## src/pkg/efr_pkg.sv

```systemverilog
// Purpose: Constants for the error flag and error enable register pair
// Assumes: 16-bit registers reached through the serial register port
// Notes:   Addresses are register indices on the serial port
package efr_pkg;
   localparam int REG_W = 16;
   localparam int ADDR_W = 6;
   localparam logic [ADDR_W-1:0] ADDR_ERR_EN = 6'h07;
   localparam logic [ADDR_W-1:0] ADDR_ERR_FLAGS_DEF = 6'h06;
   localparam logic [REG_W-1:0] ERR_EN_RESET = 16'h0040;
   localparam logic [REG_W-1:0] ERR_FLAGS_RESET = 16'h0000;
   // Bits 15..13 of the enable register are reserved
   localparam logic [REG_W-1:0] ERR_EN_WMASK = 16'h1FFF;
   // Flags exist in bits 11..0; bits 15..12 read as zero
   localparam logic [REG_W-1:0] ERR_FLAGS_MASK = 16'h0FFF;
   localparam int BIT_ROM_CRC = 0;
   localparam int BIT_MM_CRC = 1;
   localparam int BIT_SPI_CRC = 2;
   localparam int BIT_WR_ERR = 3;
   localparam int BIT_RD_ERR = 4;
   localparam int BIT_SCLK_CNT = 5;
   localparam int BIT_EXT_LO = 6;
   localparam int BIT_POS_INPUT = 11;
   localparam int BIT_MASTER_CLOCK_COUNTER_ON = 12;
   localparam int SCLK_CNT_W = 3;
   localparam logic [SCLK_CNT_W-1:0] SCLK_CNT_ZERO = 3'h0;
   localparam logic [SCLK_CNT_W-1:0] SCLK_CNT_ONE = 3'h1;
   localparam int CRC_W = 8;
   localparam logic [CRC_W-1:0] CRC_POLY = 8'h07;
   localparam logic [CRC_W-1:0] CRC_INIT = 8'h00;
   localparam int MM_INTERVAL_CYCLES = 1024;
   typedef enum logic [1:0] {
      EFR_MM_IDLE = 2'b00,
      EFR_MM_REF = 2'b01,
      EFR_MM_WATCH = 2'b11
   } efr_mm_state_t;
endpackage : efr_pkg

```

## src/hw/efr_error_regs.sv

```systemverilog
// Purpose: Error flag (W1C) and error enable registers with their checks
// Assumes: Event strobes and register port come from same-clock logic
// Notes:   Flags update one cycle after their strobe; reads answer next cycle
//
// Functional notes
// An enabled read of a nonexistent address sets read-error bit 4.
// An enabled write to an invalid address sets write-error bit 3.
// An enabled checksum mismatch on a serial transaction sets bit 2.
// While bit 1 is enabled the register map is rechecked periodically.
// A map change with no host write since the reference sets bit 1.
// The power-up ROM check sets bit 0 on mismatch when enabled.
// Flags reset to 0; writing 1 clears a flag and writing 0 leaves it.
// A source sets its flag only while its enable bit is 1.
// Enable bit 12 runs a master-clock cycle counter, stopped while 0.
// Enable bit 11 gates the positive-input range fault and resets to 0.
// Invalid-address checks also need the chip-select-used bit set.
// A frame whose clock edge count is not a multiple of eight sets bit 5.
// Enable bits 15 to 13 read zero and ignore writes.
// A set event and a clear write in one cycle leave the flag set.
`timescale 1ns/1ns
module efr_error_regs #(
   parameter logic [efr_pkg::ADDR_W-1:0] ADDR_ERR_FLAGS =
      efr_pkg::ADDR_ERR_FLAGS_DEF,
   parameter int IMG_W = 128,
   parameter int MM_INTERVAL = efr_pkg::MM_INTERVAL_CYCLES,
   parameter int MCLK_CNT_W = 32
) (
   input wire logic clk,
   input wire logic rst,
   input wire logic reg_wr,
   input wire logic reg_rd,
   input wire logic [efr_pkg::ADDR_W-1:0] reg_addr,
   input wire logic [efr_pkg::REG_W-1:0] reg_wdata,
   output logic [efr_pkg::REG_W-1:0] reg_rdata_ff,
   input wire logic chip_select_used,
   input wire logic rd_invalid_evt,
   input wire logic wr_invalid_evt,
   input wire logic spi_crc_evt,
   input wire logic sclk_edge_evt,
   input wire logic frame_end_evt,
   input wire logic rom_check_done,
   input wire logic rom_check_bad,
   input wire logic [efr_pkg::BIT_POS_INPUT:efr_pkg::BIT_EXT_LO] src_evt,
   input wire logic [IMG_W-1:0] regmap_image,
   input wire logic regmap_write_evt,
   output logic [efr_pkg::REG_W-1:0] error_flags_ff,
   output logic [efr_pkg::REG_W-1:0] error_enable_ff,
   output logic [MCLK_CNT_W-1:0] mclk_count_ff
);
   ////////////////////////////////////////////////////////////////////////
   function automatic logic [efr_pkg::CRC_W-1:0] crc_of(
      input logic [IMG_W-1:0] img);
      logic [efr_pkg::CRC_W-1:0] c;
      logic fb;
      c = efr_pkg::CRC_INIT;
      for (int i = IMG_W - 1; i >= 0; i--) begin
         fb = c[efr_pkg::CRC_W-1] ^ img[i];
         c = {c[efr_pkg::CRC_W-2:0], 1'b0};
         if (fb) begin
            c = c ^ efr_pkg::CRC_POLY;
         end
      end
      return c;
   endfunction : crc_of

   localparam int TICK_W = $clog2(MM_INTERVAL + 1);
   localparam logic [TICK_W-1:0] TICK_LAST = TICK_W'(MM_INTERVAL - 1);
   localparam logic [TICK_W-1:0] TICK_ZERO = '0;
   localparam logic [TICK_W-1:0] TICK_ONE = TICK_W'(1);
   localparam logic [MCLK_CNT_W-1:0] MCLK_ONE = MCLK_CNT_W'(1);

   logic wr_en_hit;
   logic wr_flag_hit;
   logic [efr_pkg::REG_W-1:0] set_vec;
   logic [efr_pkg::REG_W-1:0] nxt_error_flags;
   logic [efr_pkg::REG_W-1:0] nxt_error_enable;
   logic [efr_pkg::REG_W-1:0] nxt_reg_rdata;
   logic [MCLK_CNT_W-1:0] nxt_mclk_count;
   logic [efr_pkg::SCLK_CNT_W-1:0] sclk_cnt_ff;
   logic [efr_pkg::SCLK_CNT_W-1:0] nxt_sclk_cnt;
   logic [efr_pkg::SCLK_CNT_W-1:0] frame_total;
   logic [TICK_W-1:0] tick_cnt_ff;
   logic [TICK_W-1:0] nxt_tick_cnt;
   logic tick;
   efr_pkg::efr_mm_state_t mm_state_ff;
   efr_pkg::efr_mm_state_t nxt_mm_state;
   logic [efr_pkg::CRC_W-1:0] mm_ref_ff;
   logic [efr_pkg::CRC_W-1:0] nxt_mm_ref;
   logic [efr_pkg::CRC_W-1:0] crc_now;
   logic mm_bad;
   logic any_write;

   ////////////////////////////////////////////////////////////////////////
   // Register port decode and flag set/clear
   always_comb begin
      wr_en_hit = 1'b0;
      wr_flag_hit = 1'b0;
      if (reg_wr && reg_addr == efr_pkg::ADDR_ERR_EN) begin
         wr_en_hit = 1'b1;
      end else if (reg_wr && reg_addr == ADDR_ERR_FLAGS) begin
         wr_flag_hit = 1'b1;
      end
   end

   assign frame_total = sclk_cnt_ff + (sclk_edge_evt ?
      efr_pkg::SCLK_CNT_ONE : efr_pkg::SCLK_CNT_ZERO);

   always_comb begin
      set_vec = '0;
      set_vec[efr_pkg::BIT_ROM_CRC] = rom_check_done && rom_check_bad;
      set_vec[efr_pkg::BIT_MM_CRC] = mm_bad;
      set_vec[efr_pkg::BIT_SPI_CRC] = spi_crc_evt;
      set_vec[efr_pkg::BIT_WR_ERR] = wr_invalid_evt &&
         chip_select_used;
      set_vec[efr_pkg::BIT_RD_ERR] = rd_invalid_evt &&
         chip_select_used;
      set_vec[efr_pkg::BIT_SCLK_CNT] = frame_end_evt &&
         frame_total != efr_pkg::SCLK_CNT_ZERO;
      set_vec[efr_pkg::BIT_POS_INPUT:efr_pkg::BIT_EXT_LO] = src_evt;
      set_vec = set_vec & error_enable_ff & efr_pkg::ERR_FLAGS_MASK;
   end

   always_comb begin
      nxt_error_flags = error_flags_ff;
      if (wr_flag_hit) begin
         nxt_error_flags = nxt_error_flags & ~reg_wdata;
      end
      // Set applied after clear so a coincident event survives
      nxt_error_flags = nxt_error_flags | set_vec;
      nxt_error_enable = error_enable_ff;
      if (wr_en_hit) begin
         nxt_error_enable = reg_wdata & efr_pkg::ERR_EN_WMASK;
      end
      nxt_reg_rdata = reg_rdata_ff;
      if (reg_rd) begin
         if (reg_addr == efr_pkg::ADDR_ERR_EN) begin
            nxt_reg_rdata = error_enable_ff;
         end else if (reg_addr == ADDR_ERR_FLAGS) begin
            nxt_reg_rdata = error_flags_ff;
         end else begin
            nxt_reg_rdata = '0;
         end
      end
      nxt_mclk_count = mclk_count_ff;
      if (error_enable_ff[efr_pkg::BIT_MASTER_CLOCK_COUNTER_ON]) begin
         nxt_mclk_count = mclk_count_ff + MCLK_ONE;
      end
      nxt_sclk_cnt = frame_end_evt ? efr_pkg::SCLK_CNT_ZERO : frame_total;
   end

   always_ff @(posedge clk or posedge rst) begin
      if (rst) begin
         error_flags_ff <= efr_pkg::ERR_FLAGS_RESET;
         error_enable_ff <= efr_pkg::ERR_EN_RESET;
         reg_rdata_ff <= '0;
         mclk_count_ff <= '0;
         sclk_cnt_ff <= efr_pkg::SCLK_CNT_ZERO;
      end else begin
         error_flags_ff <= nxt_error_flags;
         error_enable_ff <= nxt_error_enable;
         reg_rdata_ff <= nxt_reg_rdata;
         mclk_count_ff <= nxt_mclk_count;
         sclk_cnt_ff <= nxt_sclk_cnt;
      end
   end

   ////////////////////////////////////////////////////////////////////////
   // Periodic register-map check; the CRC is one wide combinational tree,
   // traded for area against a serial engine since it runs once per tick
   assign crc_now = crc_of(regmap_image);
   assign any_write = regmap_write_evt || reg_wr;
   assign tick = tick_cnt_ff == TICK_LAST;
   assign mm_bad = tick && mm_state_ff == efr_pkg::EFR_MM_WATCH &&
      !any_write && crc_now != mm_ref_ff;

   always_comb begin
      nxt_tick_cnt = tick ? TICK_ZERO : tick_cnt_ff + TICK_ONE;
      nxt_mm_state = mm_state_ff;
      nxt_mm_ref = mm_ref_ff;
      case (mm_state_ff)
         efr_pkg::EFR_MM_IDLE: begin
            if (error_enable_ff[efr_pkg::BIT_MM_CRC]) begin
               nxt_mm_state = efr_pkg::EFR_MM_REF;
            end
         end
         efr_pkg::EFR_MM_REF: begin
            if (tick && !any_write) begin
               nxt_mm_ref = crc_now;
               nxt_mm_state = efr_pkg::EFR_MM_WATCH;
            end
         end
         efr_pkg::EFR_MM_WATCH: begin
            // A write makes the reference stale; retake it next tick
            if (any_write) begin
               nxt_mm_state = efr_pkg::EFR_MM_REF;
            end else if (tick) begin
               nxt_mm_ref = crc_now;
            end
         end
         default: begin
            nxt_mm_state = efr_pkg::EFR_MM_IDLE;
         end
      endcase
      if (!error_enable_ff[efr_pkg::BIT_MM_CRC]) begin
         nxt_mm_state = efr_pkg::EFR_MM_IDLE;
      end
   end

   always_ff @(posedge clk or posedge rst) begin
      if (rst) begin
         tick_cnt_ff <= TICK_ZERO;
         mm_state_ff <= efr_pkg::EFR_MM_IDLE;
         mm_ref_ff <= efr_pkg::CRC_INIT;
      end else begin
         tick_cnt_ff <= nxt_tick_cnt;
         mm_state_ff <= nxt_mm_state;
         mm_ref_ff <= nxt_mm_ref;
      end
   end
endmodule : efr_error_regs

```

## config.mk

```make
export PLATFORM = sky130hd
export DESIGN_NAME = efr_error_regs
export DESIGN_NICKNAME = d
export VERILOG_FILES = /design/src/pkg/efr_pkg.sv /design/src/hw/efr_error_regs.sv
export SDC_FILE = /design/constraint.sdc
export NUM_CORES = 1
export LEC_CHECK = 0
export ABC_AREA = 1
export BUFFER_PORTS_ARGS = -buffer_cell sky130_fd_sc_hd__buf_2
export CORE_MARGIN = 4
export CORE_UTILIZATION = 25
export DETAILED_ROUTE_END_ITERATION = 8
export SYNTH_ARGS = -nofsm -noshare
export SYNTH_HDL_FRONTEND = slang
export SYNTH_SLANG_ARGS = --single-unit
```

## constraint.sdc

```tcl
create_clock -name clk -period 4.52 [get_ports clk]
set_input_delay 0.904 -clock clk [delete_from_list [all_inputs] [get_ports clk]]
set_output_delay 0.904 -clock clk [all_outputs]
set_load 0.03 [all_outputs]
```

==> results.ini <==
[status]
status = finished, violations left
violations = setup timing

[synth]
ys_warn_count = 0
async_flop_share_pct = 100
synth_seq_area_share_pct = 22.3
syn_area_per_cell_um2 = 5.72
ys_ff_latch = 101
synth_ff_type = dfrtp_1
synth_edf_count = 0
post_synth_num_cell_types = 39
netlist_instances = 1983
synth_area_um2 = 11300

[timing]
setup_ws_ps = -3920
fin_crit_sh_pct = 187
final-hold-violation-count = 0
rsz0062_at_grt = yes
finalSetupViolCount = 9
worst_pin_slew_ps = 1080
drv_slew = 0
relSlewSlack_pct = 28.2
fin_skew_ps = 11.9
period_needed_ps = 8440
fmax_ghz = 0.118

[clocking]
clk_pin_slew_ps = 70
cts_buffer_depth = 2
cts_tree = yes
hold_buffers = 0
clk_latency_ps = 360
htreeDepth = 3
numClockSinks = 101
cts_root_buf = clkbuf_16
cts_inserted_buffers = 9

[place]
port_buffers = 245
place.detailed.hpwl_mm = 30.6
pre_cts_ws_ps = -4300
gp_congestion = 0.875

[floorplanning]
die_x_um = 221
start_util_pct = 25.5
dieArea_um2 = 48800
die_height_um = 221
core-area_um2 = 44500
fp-row-count = 77
io_pins = 249

[routing]
drtPass1Iterations = 5
wl_per_cell_um = 14.0
wl_mm = 41.4
drc = 0
vias = 14000
vias_per_cell = 4.71
ant_nets = 0
drt_iter0_drc = 638

[critical_path]
path_max_fanout = 5
r2r-end = mclk_count_ff[30]
cp_common_cell = nand2_2
reg2reg_setup_slack_ps = 1290
worstSetupPathType = in -> reg
worstSetupEndpointType = register
r2r-start = error_enable_ff[12]
worst_ep_required_time_ps = 4760
slowest_delay_ps = 190
reg2reg_depth = 14
cpMaxStageDelayCell = nand4_1
crit_arrival_ps = 8680
critPathLaunchType = input pin

[worst_hold_path]
hold_path.startpoint = reg_rdata_ff[12]
hold_path_end = reg_rdata_ff[12]
min_path_cells = 2
holdCritPathClass = reg -> reg

[global_route]
track_usage_pct = 14.6
grt_pass1_vias = 12900
antenna_found_initial = 9
grt_max_degree = 87
gr-total-overflow = 0
grt_pass1_wl_mm = 61.4

[layout]
mostFrequentLayoutCells = nand2_1 (412), nand2_2 (319), buf_2 (238)
mostFrequentLayoutCell = nand2_1
areaGrowthSynthToFinish_pct = 63.5
n_fill_cell = 4401
drive_gt1_share_pct = 52.8
num-nets-final = 2536
insertedDiodeCount = 0

[job]
drv_cap = 0

-- stage by stage --
step                hold WS, ps  utilization [%]  cell area, um^2  cells  setup TNS, ps
floorplan                   463                -            11500   1985         -22600
global placement            470             31.6            14100   2893         -34680
detailed placement          476             31.6            14100   2893         -36450
CTS                         494             34.5            15300   2919         -30710
global route                515             41.7            18600   2960         -38340
finish                      493             41.7            18600   2960         -32910
-- worst max-delay path: cells and delay by family --
kind / cells / cell delay (ps)
and+or+nand+nor: 74 / 6620
buffers and inverters: 10 / 1120
-- logic make-up after synthesis --
group           count (synthesis)  share of synthesized area, %
mux                             2                         0.199
buf+inv                       301                          10.1
flops                         101                          22.3
compound gates                 60                          2.86
simple gates                 1462                          60.0
other cells                     1                        0.0331
xor+xnor                       52                          4.08
fa+ha+maj                       4                         0.441
-- state kept, by name, indices dropped and copies added (netlist names) --
register         flops
sclk_cnt_ff          3
tick_cnt_ff         11
mm_ref_ff            8
mm_state_ff          2
error_flags_ff      16
error_enable_ff     13
reg_rdata_ff        16
mclk_count_ff       32
-- final cells by class --
class                      count  area (um^2)  area share, %
clock buffer                   9          225           1.21
inverter                     288         1150           6.19
tap                          592          741           3.99
multi-input combinational   1583        11400           61.6
timing repair buffer         380         2400           12.9
sequential                   101         2530           13.6
clock inverter                 7         81.3          0.438
-- metal layers --
metal | part of all wire [%] | vias to the layer above | GRT usage, %
met5 | 0.15 | - | 0
met4 | 2.3 | 10 | 2.66
met3 | 4.2 | 87 | 2.66
met2 | 51 | 314 | 25.9
met1 | 42 | 6512 | 18.8
li1 | - | 7032 | -
-- what timing repair did --
action	4_1_cts	5_1_grt
endpoints found under the hold margin	0	0
pin swaps	39	214
endpoints found under the setup margin	9	9
gates resized for setup	228	699
buffers inserted	10	41
-- how the worst max path moves through the flow --
stage                      startpoint                end  cells after the start
floorplan           regmap_image[124]  error_flags_ff[1]                     82
global placement    regmap_image[125]  error_flags_ff[1]                     84
detailed placement  regmap_image[125]  error_flags_ff[1]                     77
CTS                 regmap_image[127]  error_flags_ff[1]                     89
global route        regmap_image[121]  error_flags_ff[1]                     85
finish              regmap_image[121]  error_flags_ff[1]                     84
-- synthesized netlist by cell type, types with 2 or more instances --
cell      instances  share of area (%)
nand2_1         807                 27
nand3_1         375                 17
inv_1           225                7.4
nand2_2         109                6.0
dfrtp_1         100                 22
inv_2            61                2.0
nor2_1           55                1.8
nand3_2          39                3.4
o21ai_0          36                1.6
xor2_1           28                2.2
xnor2_1          23                1.8
nand2_4          22                2.2
nand3b_1         19                1.3
a31oi_1          11               0.61
nand4_1          11               0.61
nor3_1           11               0.49
clkbuf_1         10               0.33
a21oi_1           9               0.40
ha_1              4               0.44
buf_4             3               0.20
nor2_2            3               0.17
nor4_1            3               0.17
mux2_2            2               0.20
nor2_4            2               0.20
Power is left out: the tool's default activity adds up to more than one toggle a clock period on the data nets, which glitch-free logic cannot reach.
